## config.mk

```make
export PLATFORM = sky130hd
export DESIGN_NAME = mcl_line_state
export DESIGN_NICKNAME = d
export VERILOG_FILES = /design/src/logic/mcl_pkg.sv /design/src/logic/mcl_line_state.sv
export VERILOG_INCLUDE_DIRS = /design/src /design/src/logic
export SDC_FILE = /design/constraint.sdc
export NUM_CORES = 1
export LEC_CHECK = 0
export ABC_AREA = 1
export BUFFER_PORTS_ARGS = -buffer_cell sky130_fd_sc_hd__buf_2
export CAP_MARGIN = 20
export CORE_UTILIZATION = 40
export CTS_BUF_LIST = sky130_fd_sc_hd__clkbuf_8
export DETAILED_ROUTE_END_ITERATION = 6
export PLACE_DENSITY_LB_ADDON = 0.15
export SLEW_MARGIN = 20
export SYNTH_ARGS = -nofsm -noshare
export SYNTH_HDL_FRONTEND = slang
export SYNTH_SLANG_ARGS = --single-unit
export TNS_END_PERCENT = 100
```

## constraint.sdc

```tcl
create_clock -name ref_clk -period 3.6 [get_ports ref_clk]
set_input_delay 0.18 -clock ref_clk [delete_from_list [all_inputs] [get_ports ref_clk]]
set_output_delay 0.18 -clock ref_clk [all_outputs]
set_load 0.01 [all_outputs]
```

## src/logic/mcl_params.svh

```systemverilog
`ifndef MCL_PARAMS_SVH
`define MCL_PARAMS_SVH

// Geometry of the line state array
`define MCL_LINES 8
`define MCL_IDX_W 3

// Geometry of the translation store
`define MCL_PAGES 8
`define MCL_PAGE_W 3
`define MCL_FRAME_W 8

// Reset values
`define MCL_FRAME_RST 8'h00

`endif

```

## src/logic/mcl_pkg.sv

```systemverilog
`include "mcl_params.svh"

package mcl_pkg;

	// Coherency state of one cache line
	typedef enum logic [2:0] {
		line_inv = 3'h0,
		line_shr = 3'h1,
		line_exc = 3'h2,
		line_own = 3'h3,
		line_mod = 3'h4
	} mcl_line_t;

	// Local miss and upgrade sequencer, Gray along the write miss path
	typedef enum logic [1:0] {
		fsm_idle = 2'h0,
		fsm_probe = 2'h1,
		fsm_fill = 2'h3,
		fsm_upgrade = 2'h2
	} mcl_fsm_t;

	typedef logic [`MCL_IDX_W-1:0] mcl_idx_t;
	typedef logic [`MCL_PAGE_W-1:0] mcl_page_t;
	typedef logic [`MCL_FRAME_W-1:0] mcl_frame_t;

endpackage

```

## src/logic/mcl_line_state.sv

```systemverilog
`include "mcl_params.svh"

module mcl_line_state
	import mcl_pkg::*;
(
	// Clock, reset, enable
	input wire logic ref_clk,
	input wire logic rst,
	input wire logic ce,
	// Local requests
	input wire logic lcl_req,
	input wire logic lcl_write,
	input wire mcl_idx_t lcl_idx,
	output logic lcl_ready,
	output logic lcl_done,
	output mcl_line_t lcl_state,
	// Outgoing probes and memory read
	output logic prb_req,
	output logic prb_write,
	output mcl_idx_t prb_idx,
	input wire logic prb_ack,
	input wire logic prb_shared,
	input wire logic prb_cache_data,
	output logic mem_rd,
	// Incoming probes
	input wire logic snp_valid,
	input wire logic snp_write,
	input wire logic snp_caching,
	input wire mcl_idx_t snp_idx,
	output logic snp_hit,
	output logic snp_supply,
	// Translation store
	input wire logic xlat_fill,
	input wire mcl_page_t xlat_fill_page,
	input wire mcl_frame_t xlat_fill_frame,
	input wire logic invalidate_page_translation,
	input wire mcl_page_t inv_page,
	input wire logic page_table_base_register_wr,
	input wire logic xlat_lookup,
	input wire mcl_page_t xlat_page,
	output logic xlat_hit,
	output mcl_frame_t xlat_frame
);

	// Effect of an incoming probe on one line
	function automatic mcl_line_t probe_next(input mcl_line_t s,
		input logic wr, input logic caching);
		mcl_line_t r;
		r = s;
		if (wr) begin
			r = line_inv;
		end else if (caching) begin
			if (s == line_mod)
				r = line_own;
			else if (s == line_exc)
				r = line_shr;
		end
		return r;
	endfunction

	// Dirty holders are the ones that must supply data
	function automatic logic is_dirty(input mcl_line_t s);
		return (s == line_mod) || (s == line_own);
	endfunction

	mcl_line_t lines [`MCL_LINES];
	mcl_line_t next_lines [`MCL_LINES];
	mcl_fsm_t fsm, next_fsm;
	logic op_write, next_op_write;
	logic op_upg, next_op_upg;
	logic op_shared, next_op_shared;
	mcl_idx_t op_idx, next_op_idx;
	logic next_lcl_ready, next_lcl_done;
	mcl_line_t next_lcl_state;
	logic next_prb_req, next_prb_write, next_mem_rd;
	mcl_idx_t next_prb_idx;
	logic next_snp_hit, next_snp_supply;
	logic take;
	mcl_line_t cur;

	assign take = lcl_req && lcl_ready && (fsm == fsm_idle);
	assign cur = lines[lcl_idx];

	// Local sequencing; probe effect applied on top of local result
	always_comb begin
		next_lines = lines;
		next_fsm = fsm;
		next_op_write = op_write;
		next_op_upg = op_upg;
		next_op_shared = op_shared;
		next_op_idx = op_idx;
		next_lcl_done = 1'b0;
		next_lcl_state = lcl_state;
		next_prb_req = 1'b0;
		next_prb_write = prb_write;
		next_prb_idx = prb_idx;
		next_mem_rd = 1'b0;
		unique case (fsm)
			fsm_idle: begin
				if (take) begin
					next_op_idx = lcl_idx;
					next_op_write = lcl_write;
					if (cur != line_inv && !lcl_write) begin
						// Read hit: state untouched
						next_lcl_done = 1'b1;
						next_lcl_state = cur;
					end else if (cur == line_mod || cur == line_exc) begin
						next_lines[lcl_idx] = line_mod;
						next_lcl_done = 1'b1;
						next_lcl_state = line_mod;
					end else begin
						// Miss, or write to a copy others may hold
						next_op_upg = (cur != line_inv);
						next_prb_req = 1'b1;
						next_prb_write = lcl_write;
						next_prb_idx = lcl_idx;
						next_fsm = fsm_probe;
					end
				end
			end
			fsm_probe: begin
				next_prb_req = !prb_ack;
				if (prb_ack) begin
					next_op_shared = prb_shared;
					// Memory only answers a miss when no cache supplied the data
					next_mem_rd = !prb_cache_data && !op_upg;
					next_fsm = op_upg ? fsm_upgrade : fsm_fill;
				end
			end
			fsm_fill: begin
				// Sharers seen on a read fill: shared, else exclusive
				if (!op_write && op_shared)
					next_lines[op_idx] = line_shr;
				else
					next_lines[op_idx] = line_exc;
				next_lcl_done = !op_write;
				next_lcl_state = (!op_write && op_shared) ?
					line_shr : line_exc;
				next_fsm = op_write ? fsm_upgrade : fsm_idle;
			end
			fsm_upgrade: begin
				// Others were invalidated by the write probe
				next_lines[op_idx] = line_mod;
				next_lcl_done = 1'b1;
				next_lcl_state = line_mod;
				next_op_upg = 1'b0;
				next_fsm = fsm_idle;
			end
		endcase
		// Incoming probe lands last, so the same cycle's local update never overrides it
		if (snp_valid)
			next_lines[snp_idx] = probe_next(next_lines[snp_idx],
				snp_write, snp_caching);
		next_snp_hit = snp_valid && (lines[snp_idx] != line_inv);
		// Owner or modified holder provides data
		next_snp_supply = snp_valid && is_dirty(lines[snp_idx]);
		next_lcl_ready = (next_fsm == fsm_idle);
	end

	// Line state and sequencer registers
	always_ff @(posedge ref_clk or posedge rst) begin
		if (rst) begin
			for (int i = 0; i < `MCL_LINES; i++)
				lines[i] <= line_inv;
			fsm <= fsm_idle;
			op_write <= 1'b0;
			op_upg <= 1'b0;
			op_shared <= 1'b0;
			op_idx <= '0;
			lcl_ready <= 1'b1;
			lcl_done <= 1'b0;
			lcl_state <= line_inv;
			prb_req <= 1'b0;
			prb_write <= 1'b0;
			prb_idx <= '0;
			mem_rd <= 1'b0;
			snp_hit <= 1'b0;
			snp_supply <= 1'b0;
		end else if (ce) begin
			lines <= next_lines;
			fsm <= next_fsm;
			op_write <= next_op_write;
			op_upg <= next_op_upg;
			op_shared <= next_op_shared;
			op_idx <= next_op_idx;
			lcl_ready <= next_lcl_ready;
			lcl_done <= next_lcl_done;
			lcl_state <= next_lcl_state;
			prb_req <= next_prb_req;
			prb_write <= next_prb_write;
			prb_idx <= next_prb_idx;
			mem_rd <= next_mem_rd;
			snp_hit <= next_snp_hit;
			snp_supply <= next_snp_supply;
		end
	end

	// Translation store; a lookup may read an entry until it is dropped
	logic xv [`MCL_PAGES];
	logic next_xv [`MCL_PAGES];
	mcl_frame_t xf [`MCL_PAGES];
	mcl_frame_t next_xf [`MCL_PAGES];
	logic next_xlat_hit;
	mcl_frame_t next_xlat_frame;

	generate
		for (genvar g = 0; g < `MCL_PAGES; g++) begin : g_xlat
			// Invalidate beats a fill to the same page, stale is worse
			always_comb begin
				next_xv[g] = xv[g];
				next_xf[g] = xf[g];
				if (xlat_fill && xlat_fill_page == mcl_page_t'(g)) begin
					next_xv[g] = 1'b1;
					next_xf[g] = xlat_fill_frame;
				end
				if (page_table_base_register_wr ||
					(invalidate_page_translation &&
					inv_page == mcl_page_t'(g)))
					next_xv[g] = 1'b0;
			end
		end
	endgenerate

	// Lookup answers from the state before this cycle's updates
	always_comb begin
		next_xlat_hit = xlat_lookup && xv[xlat_page];
		next_xlat_frame = xlat_lookup ? xf[xlat_page] : xlat_frame;
	end

	always_ff @(posedge ref_clk or posedge rst) begin
		if (rst) begin
			for (int i = 0; i < `MCL_PAGES; i++) begin
				xv[i] <= 1'b0;
				xf[i] <= `MCL_FRAME_RST;
			end
			xlat_hit <= 1'b0;
			xlat_frame <= `MCL_FRAME_RST;
		end else if (ce) begin
			xv <= next_xv;
			xf <= next_xf;
			xlat_hit <= next_xlat_hit;
			xlat_frame <= next_xlat_frame;
		end
	end

	// Checks
	logic quiet;
	assign quiet = !(snp_valid && snp_idx == lcl_idx);

	property p_read_hit;
		@(posedge ref_clk) disable iff (rst)
		ce && take && !lcl_write && cur != line_inv && quiet
			|=> lines[$past(lcl_idx)] == $past(cur) && lcl_done;
	endproperty
	a_read_hit: assert property (p_read_hit)
		else $error("read hit changed line state");

	property p_write_hit;
		@(posedge ref_clk) disable iff (rst)
		ce && take && lcl_write && (cur == line_exc || cur == line_mod)
			&& quiet |=> lines[$past(lcl_idx)] == line_mod;
	endproperty
	a_write_hit: assert property (p_write_hit)
		else $error("write hit did not give modified");

	property p_wprobe;
		@(posedge ref_clk) disable iff (rst)
		ce && snp_valid && snp_write
			|=> lines[$past(snp_idx)] == line_inv;
	endproperty
	a_wprobe: assert property (p_wprobe)
		else $error("write probe left line valid");

	property p_supply;
		@(posedge ref_clk) disable iff (rst)
		ce && snp_valid |=> snp_supply == is_dirty($past(lines[snp_idx]));
	endproperty
	a_supply: assert property (p_supply)
		else $error("probe supply wrong for line state");

	property p_rprobe_mod;
		@(posedge ref_clk) disable iff (rst)
		ce && snp_valid && !snp_write && snp_caching &&
			lines[snp_idx] == line_mod && !(fsm != fsm_idle &&
			op_idx == snp_idx) && !(take && !quiet)
			|=> lines[$past(snp_idx)] == line_own;
	endproperty
	a_rprobe_mod: assert property (p_rprobe_mod)
		else $error("caching read probe did not give owned");

	property p_rprobe_io;
		@(posedge ref_clk) disable iff (rst)
		ce && snp_valid && !snp_write && !snp_caching && fsm == fsm_idle
			&& !take |=> lines[$past(snp_idx)] == $past(lines[snp_idx]);
	endproperty
	a_rprobe_io: assert property (p_rprobe_io)
		else $error("non-caching probe changed line state");

	property p_miss_probe;
		@(posedge ref_clk) disable iff (rst)
		ce && take && cur == line_inv
			|=> prb_req && prb_write == $past(lcl_write) && !lcl_ready;
	endproperty
	a_miss_probe: assert property (p_miss_probe)
		else $error("miss did not issue a probe");

	property p_mem_rd;
		@(posedge ref_clk) disable iff (rst)
		ce && fsm == fsm_probe && prb_ack && !op_upg && !prb_cache_data
			|=> mem_rd ##1 (!ce || !mem_rd);
	endproperty
	a_mem_rd: assert property (p_mem_rd)
		else $error("memory not read when no cache supplied");

	property p_inv_page;
		@(posedge ref_clk) disable iff (rst)
		ce && invalidate_page_translation ##1 ce && xlat_lookup &&
			xlat_page == $past(inv_page) && !xlat_fill
			|=> !xlat_hit;
	endproperty
	a_inv_page: assert property (p_inv_page)
		else $error("translation survived page invalidate");

	property p_base_wr;
		@(posedge ref_clk) disable iff (rst)
		ce && page_table_base_register_wr |=> !xv[0] && !xv[7];
	endproperty
	a_base_wr: assert property (p_base_wr)
		else $error("translations survived base register write");

	property p_wmiss_seq;
		@(posedge ref_clk) disable iff (rst)
		ce && fsm == fsm_fill && op_write
			|=> fsm == fsm_upgrade && lines[op_idx] != line_mod;
	endproperty
	a_wmiss_seq: assert property (p_wmiss_seq)
		else $error("write miss skipped exclusive step");

	c_read_miss: cover property (@(posedge ref_clk) disable iff (rst)
		fsm == fsm_fill && !op_write ##1 lcl_done);
	c_write_miss: cover property (@(posedge ref_clk) disable iff (rst)
		fsm == fsm_upgrade && !op_upg ##1 lcl_state == line_mod);
	c_upgrade: cover property (@(posedge ref_clk) disable iff (rst)
		fsm == fsm_upgrade && op_upg);
	c_owned: cover property (@(posedge ref_clk) disable iff (rst)
		snp_supply && snp_hit);

endmodule

```

==> out/metrics.cfg <==
[outcome]
status=complete, no violations

[grt]
grt.overflow.total=0
grt_use_total_pct=25.0
antenna_found_initial=0
grt_pass1_vias=6786
grt_pass1_wl_um=37800
grt_max_degree=108

[drt]
via_count=7336
drc_errors=0
ant_nets=0
first_pass_iters=6
viasPerCell=5.39
first_iter_violations=736
finalWirelength_um=23600
wl_per_cell_um=17.3

[floorplan]
coreArea_um2=18300
placementRows=49
ios=60
initial_utilization_pct=41.4
die_height_um=140
die_width_um=140
die_area_um2=19500

[synth]
synth_top_family_by_area=simple AND/OR/NAND/NOR gates
synth_nets=1105
yosys-top-cells-count=311 x nand2_1, 136 x o21ai_0, 130 x inv_1
synth-xor-area-share_pct=0
synth_area_leaders=dfrtp_1 41%, nand2_1 15%, o21ai_0 9.0%
yosysTopAreaCell=dfrtp_1
synthSimpleGateAreaFrac_pct=24.6
yosysSeqAreaShare_pct=41.7
ys_warn_count=0
synth_compound_area_share_pct=21.8
synth-seq-cells=126
synthArstFlopShare_pct=100
synth.area.mux_share_pct=2.40
synthesis.area_um2=7570
synthFlopType=dfrtp_1
synth_edf_count=0
syn_area_per_cell_um2=7.09
yosysUniqueCellTypes=42
syn_inst=1067
synth_top_area_share_pct=41.3
synthAdderAreaFrac_pct=0
synth.most_common_cell=nand2_1

[power]
leakage_nw=4.29
vdd_drop_max_uv=291
power.density_nw_per_um2=687

[sta]
tightest_slew_ns=0.808
rsz0062_at_grt=no
fmax_mhz=329
slew_headroom_pct=46.1
slew_violations=0
finalSetupViolCount=0
timing.final.crit_share_pct=84.5
final.setup.tns_ns=0
clock_skew_ns=0.0105
period_needed_ns=3.04
final_hold_viol_count=0

[finish]
fin_nets=1157
fillerInstances=1864
drive_gt1_share_pct=11.5
n_antenna_cell=0
syn_to_final_growth_pct=13.2
final_cell_count_no_fill=1361

[cts]
cts_tree=yes
hold_buffers=9
cts_resized=0
cts_buffers=17
worstSkewPairLatency_ns=0.46
root_buffer=clkbuf_8
cts.reportedPaths.clkPinSlew_ns=0.08
h-tree-depth=4
cts.path.max_buffers=2
cts_num_sinks=126
post_cts_buffers=0

[critical_path]
worstSetupPathType=flip-flop to flip-flop
crit_slowest_cell=dfrtp_1
arrival_ns=3.36
cp-startpoint=fsm[1]$_DFFE_PP0P_
cp-end-kind=flip-flop
crit_path_max_fanout=15
max_stage_delay_ns=0.66
worst_ep_required_time_ns=3.92
crit_chain=nand2_1 -> nor2_1 -> o22ai_1 -> o211ai_1 -> a221oi_1 -> nand3_1 -> nand2_1 -> nand2_1 -> a21oi_1 -> o21ai_2 -> nand2_1 -> nand2_1 -> o21ai_0
cpMostUsedCell=nand2_1
startpoint_type=flip-flop
r2r-start=fsm[1]$_DFFE_PP0P_

[worst_hold_path]
min_path_type=input pin to flip-flop
min_from=lcl_write

[flow_run]
maxCapViolCount=0

[placement]
dp.cells=1320
place_congestion=0.933
dpl.hpwl_um=16500
io_buffers=59

worst max-delay path: cells and delay by family (launching register included):
family           cells  cell delay (ns)
flip-flops           1             0.66
AND/OR/NAND/NOR      7             1.41
AO/OA/AOI/OAI        6             0.83
stage by stage:
step                      utilization [%]  power (mW)  cell area [µm²]  setup slack (ns)  hold WS, ns
final                                46.9        5.88             8570             0.559       0.0263
after global routing                 46.9        6.28             8570             0.271      0.00936
after CTS                            46.9        5.85             8560             0.620      0.00894
after detailed placement             43.9        4.41             8030             0.656        0.367
after global placement               43.9        4.42             8020             0.666        0.369
after floorplan                         -        3.70             7570            0.0657        0.275
placed cells by master, fill, tap and decap left out, drive strengths merged:
cell,instances
o31ai,3
a22oi,10
o221ai,1
o22ai,22
clkinvlp,1
nand2,321
or2,1
dfstp,1
mux2,1
o311ai,1
a211oi,1
nand4,3
a221oi,10
nor2,73
buf,68
o21bai,3
nor3,3
o2111ai,2
dfrtp,125
a31oi,3
inv,134
clkinv,11
dlygate4sd3,9
nand3,52
a21oi,59
o21ai,154
mux2i,17
bufinv,4
clkbuf,19
and2,1
o211ai,19
path summary, 6_finish.rpt:
kind	slack [ns]	cells after the start	endpoint
min	0.03	3	op_write$_DFFE_PP0P_
max	0.56	13	lines[10]$_DFFE_PP0P_
max in group asynchronous	2.48	4	xf[63]$_DFFE_PP0P_
min reg2reg	0.48	2	xlat_frame[5]$_DFFE_PP0P_
max reg2reg	0.56	13	lines[10]$_DFFE_PP0P_
min in group asynchronous	0.38	3	prb_write$_DFFE_PP0P_
logic make-up (layout without fill, tap and decap cells):
group                  Yosys count  after routing
AOI/OAI and AO/OA              288            288
buffers and inverters          181            246
DFF                            126            126
muxes                           18             18
and+or+nand+nor                454            454
final cells by class:
class,count,area [µm²],share of cell area [%]
Clock buffer,19,262,3.05
Clock inverter,13,186,2.18
Inverter,137,529,6.18
Multi-Input combinational cell,760,3700,43.1
Sequential cell,126,3150,36.8
Tap cell,229,287,3.34
Timing Repair Buffer,77,453,5.29
metal layers:
metal  GRT usage, %  routed length [µm]  up-vias
met5              0                   0        -
met4           6.07                 315        0
met3           5.85                1910       25
met2           35.4                9480      294
met1           37.8               11800     3393
li1               -                   -     3624
sequential cells by signal, indices dropped and copies added (netlist names):
register and count:
xf 64, xv 8, snp_hit 1, op_upg 1, op_idx 3, lcl_done 1
fsm 2, xlat_frame 8, lines 24, prb_req 1, xlat_hit 1, lcl_ready 1
lcl_state 3, op_write 1, op_shared 1, prb_idx 3, mem_rd 1, prb_write 1
snp_supply 1
where the power goes:
group | internal, mW | total [mW] | leakage (nW) | switching (mW)
clock | 0.794 | 1.42 | 0.226 | 0.630
sequential | 1.82 | 2.13 | 1.59 | 0.314
combinational | 0.771 | 2.33 | 2.47 | 1.56
total | 3.38 | 5.88 | 4.29 | 2.50
(Power assumes the default switching activity.)
